File: src/design/eaio_pkg.sv
// shared constants for the extended address and io capability register bank
`default_nettype none
package eaio_pkg;
   localparam int unsigned REG_W      = 16;
   localparam int unsigned NUM_W      = 8;
   localparam int unsigned HI_W       = 6;
   localparam int unsigned XADDR_W    = 22;
   localparam int unsigned SPACE_W    = 3;
   localparam int unsigned PEND_W     = 8;
   localparam int unsigned IRQ_W      = 3;
   localparam int unsigned SETS       = 2;
   localparam int unsigned RST_SYNC_W = 2;

   localparam logic [NUM_W-1:0] REG_AUTO_CFG = 8'h09;
   localparam logic [NUM_W-1:0] REG_AUTO_LOW = 8'h0a;
   localparam logic [NUM_W-1:0] REG_AUTO_ACC = 8'h0b;
   localparam logic [NUM_W-1:0] REG_IO_CAP   = 8'h0d;
   localparam logic [NUM_W-1:0] REG_BULK_CFG = 8'h0e;
   localparam logic [NUM_W-1:0] REG_BULK_LOW = 8'h0f;
   localparam logic [NUM_W-1:0] REG_BULK_ACC = 8'h10;
   localparam logic [NUM_W-1:0] REG_IRQ_STAT = 8'h20;
   localparam logic [NUM_W-1:0] REG_IRQ_MASK = 8'h21;

   localparam logic [REG_W-1:0]  CFG_RESET  = 16'h0000;
   localparam logic [REG_W-1:0]  LOW_RESET  = 16'h0000;
   localparam logic [REG_W-1:0]  CAP_RESET  = 16'h0000;
   localparam logic [REG_W-1:0]  DATA_ZERO  = 16'h0000;
   localparam logic [PEND_W-1:0] PEND_LOW   = 8'h00;
   localparam logic [IRQ_W-1:0]  IRQ_RESET  = 3'h0;

   localparam int unsigned RD_STEP_LSB = 14;
   localparam int unsigned WR_STEP_LSB = 12;
   localparam int unsigned SPACE_LSB   = 9;
   localparam int unsigned STEP_LSB    = 7;
   localparam int unsigned HI_LSB      = 0;
   localparam int unsigned MODE_W      = 2;
   localparam int unsigned STEP_W      = 2;

   localparam int unsigned IRQ_XERR   = 0;
   localparam int unsigned IRQ_SWITCH = 1;
   localparam int unsigned IRQ_AUTO   = 2;

   typedef enum logic [1:0] {
      EAIO_HOLD  = 2'h0,
      EAIO_INC   = 2'h1,
      EAIO_DEC   = 2'h2,
      EAIO_UNDEF = 2'h3
   } eaio_step_e;

   typedef enum logic [1:0] {
      EAIO_ST_OK   = 2'h0,
      EAIO_ST_XERR = 2'h1,
      EAIO_ST_PEND = 2'h3
   } eaio_status_e;

   typedef enum logic [3:0] {
      EAIO_ERR_NONE = 4'h0,
      EAIO_ERR_RNW  = 4'h1,
      EAIO_ERR_CIP  = 4'h3,
      EAIO_ERR_CII  = 4'h4,
      EAIO_ERR_CIE  = 4'h6,
      EAIO_ERR_ERE  = 4'h7,
      EAIO_ERR_ERO  = 4'h8
   } eaio_err_e;
endpackage
`default_nettype wire

File: src/design/eaio_ext_set.sv
// one extended address set: configuration, low address and pointer stepping
`default_nettype none
module eaio_ext_set
#(
   parameter int unsigned ADDR_W = eaio_pkg::XADDR_W
)
(
   input  wire logic                      clk,
   input  wire logic                      rst_n,
   input  wire logic                      load,
   input  wire logic [eaio_pkg::REG_W-1:0] load_cfg,
   input  wire logic [eaio_pkg::REG_W-1:0] load_low,
   input  wire logic                      cfg_wr,
   input  wire logic                      low_wr,
   input  wire logic [eaio_pkg::REG_W-1:0] wdata,
   input  wire logic                      step_rd,
   input  wire logic                      step_wr,
   output logic      [eaio_pkg::REG_W-1:0] cfg_q,
   output logic      [eaio_pkg::REG_W-1:0] low_q
);
   import eaio_pkg::*;

   logic [ADDR_W-1:0] ptr;
   logic [ADDR_W-1:0] ptr_d;
   logic [STEP_W-1:0] delta;
   eaio_step_e        mode;

   if (ADDR_W != HI_W + REG_W)
   begin : g_bad_width
      $error("pointer width must be high bits plus low register");
   end

   // pointer is high bits then low word
   assign ptr   = {cfg_q[HI_LSB +: HI_W], low_q};
   assign delta = cfg_q[STEP_LSB +: STEP_W];
   assign mode  = eaio_step_e'(step_rd ? cfg_q[RD_STEP_LSB +: MODE_W] : cfg_q[WR_STEP_LSB +: MODE_W]);

   always_comb
   begin
      ptr_d = ptr;
      if (step_rd || step_wr)
      begin
         unique case (mode)
            EAIO_INC:               ptr_d = ptr + ADDR_W'(delta);
            EAIO_DEC:               ptr_d = ptr - ADDR_W'(delta);
            EAIO_HOLD, EAIO_UNDEF:  ptr_d = ptr;
         endcase
      end
   end

   always_ff @(posedge clk or negedge rst_n)
   begin
      if (!rst_n)
      begin
         cfg_q <= CFG_RESET;
         low_q <= LOW_RESET;
      end
      else if (load)
      begin
         cfg_q <= load_cfg;
         low_q <= load_low;
      end
      else if (cfg_wr)
      begin
         cfg_q <= wdata;
      end
      else if (low_wr)
      begin
         low_q <= wdata;
      end
      else
      begin
         cfg_q[HI_LSB +: HI_W] <= ptr_d[REG_W +: HI_W];
         low_q                 <= ptr_d[REG_W-1:0];
      end
   end
endmodule
`default_nettype wire

File: src/design/eaio_cap_apply.sv
// applies a new link setting only once the response has left
`default_nettype none
module eaio_cap_apply
(
   input  wire logic                      clk,
   input  wire logic                      rst_n,
   input  wire logic                      nv_load,
   input  wire logic [eaio_pkg::REG_W-1:0] nv_val,
   input  wire logic                      cap_wr,
   input  wire logic [eaio_pkg::REG_W-1:0] cap_val,
   input  wire logic                      rsp_sent,
   output logic      [eaio_pkg::REG_W-1:0] link_cap_q,
   output logic                           switching_q,
   output logic                           switched_q
);
   import eaio_pkg::*;

   logic [REG_W-1:0] pend_val_q;

   always_ff @(posedge clk or negedge rst_n)
   begin
      if (!rst_n)
      begin
         link_cap_q  <= CAP_RESET;
         pend_val_q  <= CAP_RESET;
         switching_q <= 1'b0;
         switched_q  <= 1'b0;
      end
      else
      begin
         switched_q <= 1'b0;
         if (nv_load)
         begin
            link_cap_q <= nv_val;
         end
         if (cap_wr)
         begin
            switching_q <= 1'b1;
            pend_val_q  <= cap_val;
         end
         else if (rsp_sent && switching_q)
         begin
            link_cap_q  <= pend_val_q;
            switching_q <= 1'b0;
            switched_q  <= 1'b1;
         end
      end
   end
endmodule
`default_nettype wire

File: src/design/eaio_regs.sv
// register bank for io capability and the two extended address sets
`default_nettype none
module eaio_regs
(
   input  wire logic                          clk,
   input  wire logic                          rst_n,
   input  wire logic [eaio_pkg::NUM_W-1:0]    reg_addr,
   input  wire logic [eaio_pkg::REG_W-1:0]    reg_wdata,
   input  wire logic                          reg_wr,
   input  wire logic                          reg_rd,
   output logic                               rsp_valid_q,
   output logic      [eaio_pkg::REG_W-1:0]    rsp_data_q,
   output var eaio_pkg::eaio_status_e         rsp_status_q,
   output var eaio_pkg::eaio_err_e            rsp_error_q,
   input  wire logic                          rsp_sent,
   input  wire logic [eaio_pkg::REG_W-1:0]    cap_nv_default,
   output logic                               cap_nv_wr_q,
   output logic      [eaio_pkg::REG_W-1:0]    cap_nv_data_q,
   output logic      [eaio_pkg::REG_W-1:0]    link_cap_q,
   output logic                               link_switching_q,
   input  wire logic                          auto_load,
   input  wire logic [eaio_pkg::REG_W-1:0]    auto_load_cfg,
   input  wire logic [eaio_pkg::REG_W-1:0]    auto_load_low,
   output logic      [eaio_pkg::REG_W-1:0]    auto_cfg_q,
   output logic      [eaio_pkg::REG_W-1:0]    auto_low_q,
   input  wire logic [eaio_pkg::REG_W-1:0]    auto_rd_data,
   input  wire logic                          auto_rd_err,
   input  wire logic                          auto_wr_err,
   input  wire logic                          auto_wr_busy,
   output logic      [eaio_pkg::REG_W-1:0]    bulk_cfg_q,
   output logic      [eaio_pkg::REG_W-1:0]    bulk_low_q,
   input  wire logic [eaio_pkg::REG_W-1:0]    bulk_rd_data,
   input  wire logic                          bulk_rd_err,
   input  wire logic                          bulk_wr_err,
   input  wire logic                          bulk_wr_busy,
   output logic      [eaio_pkg::SETS-1:0]     tgt_wr_q,
   output logic      [eaio_pkg::XADDR_W-1:0]  tgt_wr_addr_q,
   output logic      [eaio_pkg::SPACE_W-1:0]  tgt_wr_space_q,
   output logic      [eaio_pkg::REG_W-1:0]    tgt_wr_data_q,
   output logic                               irq_q
);
   import eaio_pkg::*;

   logic [RST_SYNC_W-1:0] rst_q;
   logic                  rst_n_q;
   logic                  loaded_q;
   logic                  nv_load;
   logic [REG_W-1:0]      cap_q;
   logic [PEND_W-1:0]     pend_id_q;
   logic [IRQ_W-1:0]      stat_q;
   logic [IRQ_W-1:0]      stat_set;
   logic [IRQ_W-1:0]      mask_q;
   logic                  switched;
   logic                  cmd;
   logic                  sel;
   logic                  xerr;
   logic                  pend;
   logic                  cap_wr;
   logic                  mask_wr;
   logic                  stat_rd;
   logic [SETS-1:0]       cfg_wr;
   logic [SETS-1:0]       low_wr;
   logic [SETS-1:0]       step_rd;
   logic [SETS-1:0]       step_wr;
   logic [SETS-1:0]       load;
   logic [SETS-1:0]       rd_err;
   logic [SETS-1:0]       wr_err;
   logic [SETS-1:0]       wr_busy;
   logic [REG_W-1:0]      rd_data  [SETS];
   logic [REG_W-1:0]      load_cfg [SETS];
   logic [REG_W-1:0]      load_low [SETS];
   logic [REG_W-1:0]      cfg_q    [SETS];
   logic [REG_W-1:0]      low_q    [SETS];
   logic [REG_W-1:0]      data_d;
   eaio_status_e          status_d;
   eaio_err_e             err_d;

   // reset release through two flops
   always_ff @(posedge clk or negedge rst_n)
   begin
      if (!rst_n)
      begin
         rst_q <= '0;
      end
      else
      begin
         rst_q <= {rst_q[RST_SYNC_W-2:0], 1'b1};
      end
   end
   assign rst_n_q = rst_q[RST_SYNC_W-1];

   assign load     = {1'b0, auto_load};
   assign load_cfg = '{auto_load_cfg, CFG_RESET};
   assign load_low = '{auto_load_low, LOW_RESET};
   assign rd_data  = '{auto_rd_data, bulk_rd_data};
   assign rd_err   = {bulk_rd_err, auto_rd_err};
   assign wr_err   = {bulk_wr_err, auto_wr_err};
   assign wr_busy  = {bulk_wr_busy, auto_wr_busy};
   assign auto_cfg_q = cfg_q[0];
   assign auto_low_q = low_q[0];
   assign bulk_cfg_q = cfg_q[1];
   assign bulk_low_q = low_q[1];

   for (genvar g = 0; g < SETS; g++)
   begin : g_set
      eaio_ext_set u_set
      (
         .clk      (clk),
         .rst_n    (rst_n_q),
         .load     (load[g]),
         .load_cfg (load_cfg[g]),
         .load_low (load_low[g]),
         .cfg_wr   (cfg_wr[g]),
         .low_wr   (low_wr[g]),
         .wdata    (reg_wdata),
         .step_rd  (step_rd[g]),
         .step_wr  (step_wr[g]),
         .cfg_q    (cfg_q[g]),
         .low_q    (low_q[g])
      );
   end

   assign cmd = reg_wr || reg_rd;
   assign sel = (reg_addr == REG_BULK_CFG) || (reg_addr == REG_BULK_LOW) || (reg_addr == REG_BULK_ACC);
   assign nv_load = !loaded_q;

   // command decode and response
   always_comb
   begin
      data_d   = DATA_ZERO;
      status_d = EAIO_ST_OK;
      err_d    = EAIO_ERR_NONE;
      cfg_wr   = '0;
      low_wr   = '0;
      step_rd  = '0;
      step_wr  = '0;
      cap_wr   = 1'b0;
      mask_wr  = 1'b0;
      stat_rd  = 1'b0;
      pend     = 1'b0;
      case (reg_addr)
         REG_AUTO_CFG, REG_BULK_CFG:
         begin
            if (reg_rd)
            begin
               data_d = cfg_q[sel];
            end
            else if (reg_wr)
            begin
               cfg_wr[sel] = 1'b1;
               data_d      = reg_wdata;
            end
         end
         REG_AUTO_LOW, REG_BULK_LOW:
         begin
            if (reg_rd)
            begin
               data_d = low_q[sel];
            end
            else if (reg_wr && sel)
            begin
               low_wr[sel] = 1'b1;
               data_d      = reg_wdata;
            end
            else if (reg_wr)
            begin
               status_d = EAIO_ST_XERR;
               err_d    = EAIO_ERR_RNW;
            end
         end
         REG_AUTO_ACC, REG_BULK_ACC:
         begin
            if (reg_rd && rd_err[sel])
            begin
               status_d = EAIO_ST_XERR;
               err_d    = EAIO_ERR_ERE;
            end
            else if (reg_rd)
            begin
               data_d       = rd_data[sel];
               step_rd[sel] = 1'b1;
            end
            else if (reg_wr && wr_err[sel])
            begin
               status_d = EAIO_ST_XERR;
               err_d    = EAIO_ERR_ERO;
            end
            else if (reg_wr)
            begin
               step_wr[sel] = 1'b1;
               if (wr_busy[sel])
               begin
                  pend     = 1'b1;
                  status_d = EAIO_ST_PEND;
                  data_d   = {pend_id_q, PEND_LOW};
               end
            end
         end
         REG_IO_CAP:
         begin
            if (cmd && !loaded_q)
            begin
               status_d = EAIO_ST_XERR;
               err_d    = EAIO_ERR_CII;
            end
            else if (cmd && link_switching_q)
            begin
               status_d = EAIO_ST_XERR;
               err_d    = EAIO_ERR_CIP;
            end
            else if (reg_rd)
            begin
               data_d = cap_q;
            end
            else if (reg_wr)
            begin
               cap_wr = 1'b1;
               data_d = reg_wdata;
            end
         end
         REG_IRQ_STAT:
         begin
            if (reg_rd)
            begin
               data_d  = REG_W'(stat_q);
               stat_rd = 1'b1;
            end
            else if (reg_wr)
            begin
               status_d = EAIO_ST_XERR;
               err_d    = EAIO_ERR_RNW;
            end
         end
         REG_IRQ_MASK:
         begin
            if (reg_rd)
            begin
               data_d = REG_W'(mask_q);
            end
            else if (reg_wr)
            begin
               mask_wr = 1'b1;
               data_d  = reg_wdata;
            end
         end
         default:
         begin
            if (cmd)
            begin
               status_d = EAIO_ST_XERR;
               err_d    = EAIO_ERR_CIE;
            end
         end
      endcase
   end

   assign xerr = cmd && (status_d == EAIO_ST_XERR);

   // response one cycle after the strobe
   always_ff @(posedge clk or negedge rst_n_q)
   begin
      if (!rst_n_q)
      begin
         rsp_valid_q  <= 1'b0;
         rsp_data_q   <= DATA_ZERO;
         rsp_status_q <= EAIO_ST_OK;
         rsp_error_q  <= EAIO_ERR_NONE;
      end
      else
      begin
         rsp_valid_q  <= cmd;
         rsp_data_q   <= data_d;
         rsp_status_q <= status_d;
         rsp_error_q  <= err_d;
      end
   end

   always_ff @(posedge clk or negedge rst_n_q)
   begin
      if (!rst_n_q)
      begin
         loaded_q <= 1'b0;
         cap_q    <= CAP_RESET;
      end
      else if (!loaded_q)
      begin
         loaded_q <= 1'b1;
         cap_q    <= cap_nv_default;
      end
      else if (cap_wr)
      begin
         cap_q <= reg_wdata;
      end
   end

   always_ff @(posedge clk or negedge rst_n_q)
   begin
      if (!rst_n_q)
      begin
         cap_nv_wr_q   <= 1'b0;
         cap_nv_data_q <= CAP_RESET;
      end
      else
      begin
         cap_nv_wr_q <= cap_wr;
         if (cap_wr)
         begin
            cap_nv_data_q <= reg_wdata;
         end
      end
   end

   eaio_cap_apply u_cap
   (
      .clk         (clk),
      .rst_n       (rst_n_q),
      .nv_load     (nv_load),
      .nv_val      (cap_nv_default),
      .cap_wr      (cap_wr),
      .cap_val     (reg_wdata),
      .rsp_sent    (rsp_sent),
      .link_cap_q  (link_cap_q),
      .switching_q (link_switching_q),
      .switched_q  (switched)
   );

   // target write strobe and pending id
   always_ff @(posedge clk or negedge rst_n_q)
   begin
      if (!rst_n_q)
      begin
         tgt_wr_q       <= '0;
         tgt_wr_addr_q  <= '0;
         tgt_wr_space_q <= '0;
         tgt_wr_data_q  <= DATA_ZERO;
         pend_id_q      <= '0;
      end
      else
      begin
         tgt_wr_q <= step_wr;
         if (|step_wr)
         begin
            tgt_wr_addr_q  <= {cfg_q[sel][HI_LSB +: HI_W], low_q[sel]};
            tgt_wr_space_q <= cfg_q[sel][SPACE_LSB +: SPACE_W];
            tgt_wr_data_q  <= reg_wdata;
         end
         if (pend)
         begin
            pend_id_q <= pend_id_q + PEND_W'(1);
         end
      end
   end

   // sticky status, read clears, set wins
   assign stat_set = {auto_load, switched, xerr};
   always_ff @(posedge clk or negedge rst_n_q)
   begin
      if (!rst_n_q)
      begin
         stat_q <= IRQ_RESET;
         mask_q <= IRQ_RESET;
         irq_q  <= 1'b0;
      end
      else
      begin
         stat_q <= (stat_rd ? IRQ_RESET : stat_q) | stat_set;
         if (mask_wr)
         begin
            mask_q <= reg_wdata[IRQ_W-1:0];
         end
         irq_q <= |(stat_q & mask_q);
      end
   end
endmodule
`default_nettype wire

File: config.mk
export PLATFORM = sky130hd
export DESIGN_NAME = eaio_regs
export DESIGN_NICKNAME = d
export VERILOG_FILES = /design/src/design/eaio_pkg.sv /design/src/design/eaio_ext_set.sv /design/src/design/eaio_cap_apply.sv /design/src/design/eaio_regs.sv
export SDC_FILE = /design/constraint.sdc
export NUM_CORES = 1
export LEC_CHECK = 0
export ABC_AREA = 1
export BUFFER_PORTS_ARGS = -buffer_cell sky130_fd_sc_hd__buf_2
export CAP_MARGIN = 20
export CORE_ASPECT_RATIO = 0.6
export CORE_MARGIN = 5
export CORE_UTILIZATION = 40
export CTS_CLUSTER_DIAMETER = 80
export DETAILED_ROUTE_END_ITERATION = 6
export GPL_TIMING_DRIVEN = 0
export PLACE_DENSITY = 0.69
export REMOVE_ABC_BUFFERS = 1
export SYNTH_ARGS = -nofsm -noshare
export SYNTH_HDL_FRONTEND = slang
export SYNTH_SLANG_ARGS = --single-unit
export TNS_END_PERCENT = 20
File: constraint.sdc
create_clock -name clk -period 17.4 [get_ports clk]
set_input_delay 0 -clock clk [delete_from_list [all_inputs] [get_ports clk]]
set_output_delay 0 -clock clk [all_outputs]
set_load 0.03 [all_outputs]
==> impl_metrics.py <==
metrics = {
    "final_layout": {
        "most_frequent_standard_cell_in_the_layout_excluding_fill_and_tap_cells": "nand2_1",
        "layout.filler_cells": 3224,
        "num_antenna_cells": 0,
        "multi_input_area_sq_um": 6820,
        "mostFrequentLayoutCells": "nand2_1 (696), buf_2 (280), inv_1 (206), dfrtp_1 (198), o21ai_0 (138)",
        "final_nets": 2375,
        "final_layout_size_suffix_gt1_frac": 0.167,
        "final-instance-count-excl-fill": 2647,
        "area_growth_syn_to_layout_pct": 25.9,
        "seqCellArea_sq_um": 4980,
        "finish.instance_area_sq_um": 16300,
        "utilization": 0.506,
    },
    "synthesis": {
        "ys.flop_type": "dfrtp_1",
        "synth_cell_type_count": 49,
        "synth_xor_xnor_area_share": 0.0122,
        "synthSimpleGateAreaFrac": 0.331,
        "synth-compound-area-share": 0.135,
        "syn-cell-area_sq_um": 12900,
        "yosys-mux-area-fraction": 0,
        "netlist_instances": 1871,
        "synth_seq_area_share": 0.386,
        "synth-seq-cells": 199,
        "synth_enable_flop_cells": 0,
        "synthesis.area_per_instance_sq_um": 6.90,
        "synth_top_family_by_area": "simple AND/OR/NAND/NOR gates",
        "synth_async_sr_flop_share": 1.00,
        "yosys_warnings": 0,
        "synth-adder-area-share": 0.0486,
    },
    "critical_path": {
        "cp.depth": 23,
        "timing.reg2reg.setup_slack_ps": 13830,
        "worst_ep_required_time_ps": 17810,
        "worstPathArrival_ps": 4990,
        "rr_endpoint": "g_set[1].u_set.low_q[12]",
        "crit_path_start_kind": "primary input",
        "crit_path_frequent_cell": "nand2_1",
        "r2r_cells": 17,
        "worstPathMaxFanout": 54,
        "worstSetupPathType": "primary input to flip-flop",
        "worstSetupEndpointType": "flip-flop",
        "cp_cell_sequence": "buf_2, nor2_1, nand4_2, nand2_8, nand2_4, inv_2, nand3_4, inv_1, o21ai_0, ha_1, nor2_1, inv_1, ha_1, nand2_1, nand3_1, nand2_1, o21ai_0, nand2_1, nand2_1, o21ai_0, o21bai_1, nand2_1, nand2_1",
        "critPathTopFamily": "simple AND/OR/NAND/NOR gates",
        "slowest_stage": "o21ai_0",
        "critical_path_buf_inv_count": 4,
        "critical_path.max_stage_delay_ps": 630,
        "rr_startpoint": "g_set[1].u_set.cfg_q[14]",
    },
    "grt": {
        "grt_pass1_vias": 13300,
        "grt_util_all_layers": 0.288,
        "grt_pass1_wl_um": 80200,
        "grt_overflow_total": 0,
        "grt_start_max_net_pins": 63,
        "grt_antenna_before_repair": 1,
    },
    "clock_tree": {
        "cts-buffers-inserted": 17,
        "clock_sinks": 199,
        "cts_root_cell": "clkbuf_16",
        "number_of_h_tree_branching_levels": 4,
        "clock_tree_from_tritoncts": "done",
        "post-cts-setup-buffer-count": 0,
        "cts_max_path_buffers": 2,
        "clock_insertion_delay_worst_skew_ps": 470,
        "clkSlewWorstSetupHoldPaths_ps": 80,
    },
    "sta": {
        "maxSlewHeadroom": 0.340,
        "final.setup_skew_ps": 12.7,
        "rsz0062_at_grt": "no",
        "setup-violations-final": 0,
        "fin_crit_ps": 4580,
        "setup-tns-final_ps": 0,
        "drv_slew": 0,
        "number_of_endpoints_with_negative_hold_slack_in_the_final_report": 0,
        "max_slew.worst_pin.slew_ps": 987,
        "max_freq_mhz": 218,
        "layout_worst_path_cycle_share": 0.263,
        "hold_ws_ps": 42.2,
    },
    "detailed_routing": {
        "drt_pre_antenna_iters": 6,
        "routed-via-count": 14200,
        "final_routed_wirelength_um": 53300,
        "post_drt_via_cell_ratio": 5.37,
        "drt-initial-drc-count": 1915,
        "antenna_violating_nets_post_route": 0,
        "routed_wire_length_per_instance_um": 20.1,
        "post_route_drc_violation_count": 0,
    },
    "min_path": {
        "timing.hold.worst_endpoint": "g_set[1].u_set.cfg_q[13]",
        "min_delay_path_depth": 3,
        "hold_path.class": "primary input to flip-flop",
        "min-delay-start": "reg_wdata[13]",
    },
    "power_and_ir_drop": {
        "vdd.ir_drop.worst_mv": 0.0755,
        "power.density_cell_area_nw_per_um2": 88.0,
        "total_leakage_power_nw": 9.15,
    },
    "place": {
        "placed_cell_area_sq_um": 14700,
        "hpwl_um": 41100,
        "place_inst": 2524,
        "gpl_wtd_cong": 0.962,
        "portBuffers": 280,
    },
    "die": {
        "core.rowCount": 51,
        "area_of_the_core_sq_um": 32200,
        "die_x_um": 242,
        "die_y_um": 149,
        "num_io_pins": 281,
        "start_util": 0.402,
        "die_area_sq_um": 36100,
    },
    "job": {
        "max-cap-violations": 0,
    },
    "outcome": {
        "status": "complete, no violations",
    },
}
==> flip-flops by register name (all words and copies together), names as in the netlist, 3 cells and up <==
| register | cells |
|---|---|
| cap_q | 16 |
| u_cap.link_cap_q | 16 |
| rsp_error_q | 4 |
| tgt_wr_addr_q | 22 |
| g_set.u_set.cfg_q | 32 |
| tgt_wr_data_q | 16 |
| u_cap.pend_val_q | 16 |
| pend_id_q | 8 |
| rsp_data_q | 16 |
| tgt_wr_space_q | 3 |
| g_set.u_set.low_q | 32 |
| stat_q | 3 |
| mask_q | 3 |
==> metrics by stage <==
step	worst slack (ps)	power [mW]
final	12820	1.43
after global routing	12440	1.50
after CTS	12940	1.43
after detailed placement	12470	0.976
after global placement	8880	0.967
after floorplan	11440	0.822
==> logic make-up (layout without fill, tap and decap cells) <==
kind of cell,count (synthesis),after routing
flip-flops,199,199
XOR/XNOR,18,18
AND/OR/NAND/NOR,1016,1016
buffers and inverters,279,630
AO/OA/AOI/OAI,309,309
adder cells (fa/ha/maj),49,49
other,1,2
==> Yosys cell counts, types with 15 or more instances <==
master	n	area share
nand2_1	696	0.20
a31oi_1	19	0.0092
buf_2	19	0.0074
inv_2	15	0.0044
o21ai_1	39	0.015
clkbuf_1	25	0.0073
inv_1	206	0.060
ha_1	47	0.046
nor2_1	130	0.038
dfrtp_1	199	0.39
o211ai_1	28	0.016
a21oi_1	46	0.018
o21ai_0	138	0.053
nand3_1	105	0.041
nand4_1	26	0.013
==> final cells by class <==
type                    count  share of cell area
clock buffers              18              0.0270
clock inverters            14              0.0115
inverters                 222              0.0513
multi-input cells        1394               0.419
flip-flops and latches    199               0.307
well taps                 424              0.0326
repair buffers            376               0.152
==> routing by layer <==
metal | GRT usage | vias to the layer above | wire [um]
met3 | 0.0946 | 102 | 5800
met1 | 0.417 | 6715 | 24200
met5 | 0 | - | 0
met4 | 0.0878 | 0 | 1620
li1 | - | 6715 | -
met2 | 0.410 | 675 | 21700
==> worst max path at each step <==
stage	start	to	slack, ps
floorplan	rst_q[1]	cap_nv_wr_q	11440
global placement	rst_q[1]	rsp_error_q[0]	8880
detailed placement	reg_addr[4]	g_set[1].u_set.low_q[12]	12470
CTS	reg_addr[4]	g_set[1].u_set.low_q[12]	12940
global route	reg_addr[4]	g_set[1].u_set.low_q[12]	12440
finish	reg_addr[4]	g_set[1].u_set.low_q[12]	12820
==> timing repair <==
| action | 4_1_cts | 5_1_grt |
|---|---|---|
| setup endpoints to repair | 0 | 0 |
| hold buffers | 87 | 1 |
| hold endpoints to repair | 105 | 1 |
| gates resized for setup | 0 | 0 |
==> power by group <==
part | internal (mW) | switching [mW]
Clock | 0.223 | 0.214
Combinational | 0.151 | 0.318
Sequential | 0.495 | 0.0310
==> worst register-to-register path: stages, from the launching register on <==
cell	delay, ps
dfrtp_1	370
inv_1	60
nand2_1	50
o21ai_0	90
ha_1	240
nor2_1	180
inv_1	390
ha_1	570
nand2_1	110
nand3_1	80
nand2_1	150
o21ai_0	630
nand2_1	100
nand2_1	110
o21ai_0	80
o21bai_1	160
nand2_1	60
nand2_1	70
Note: power is estimated with default switching activity, not from simulation.
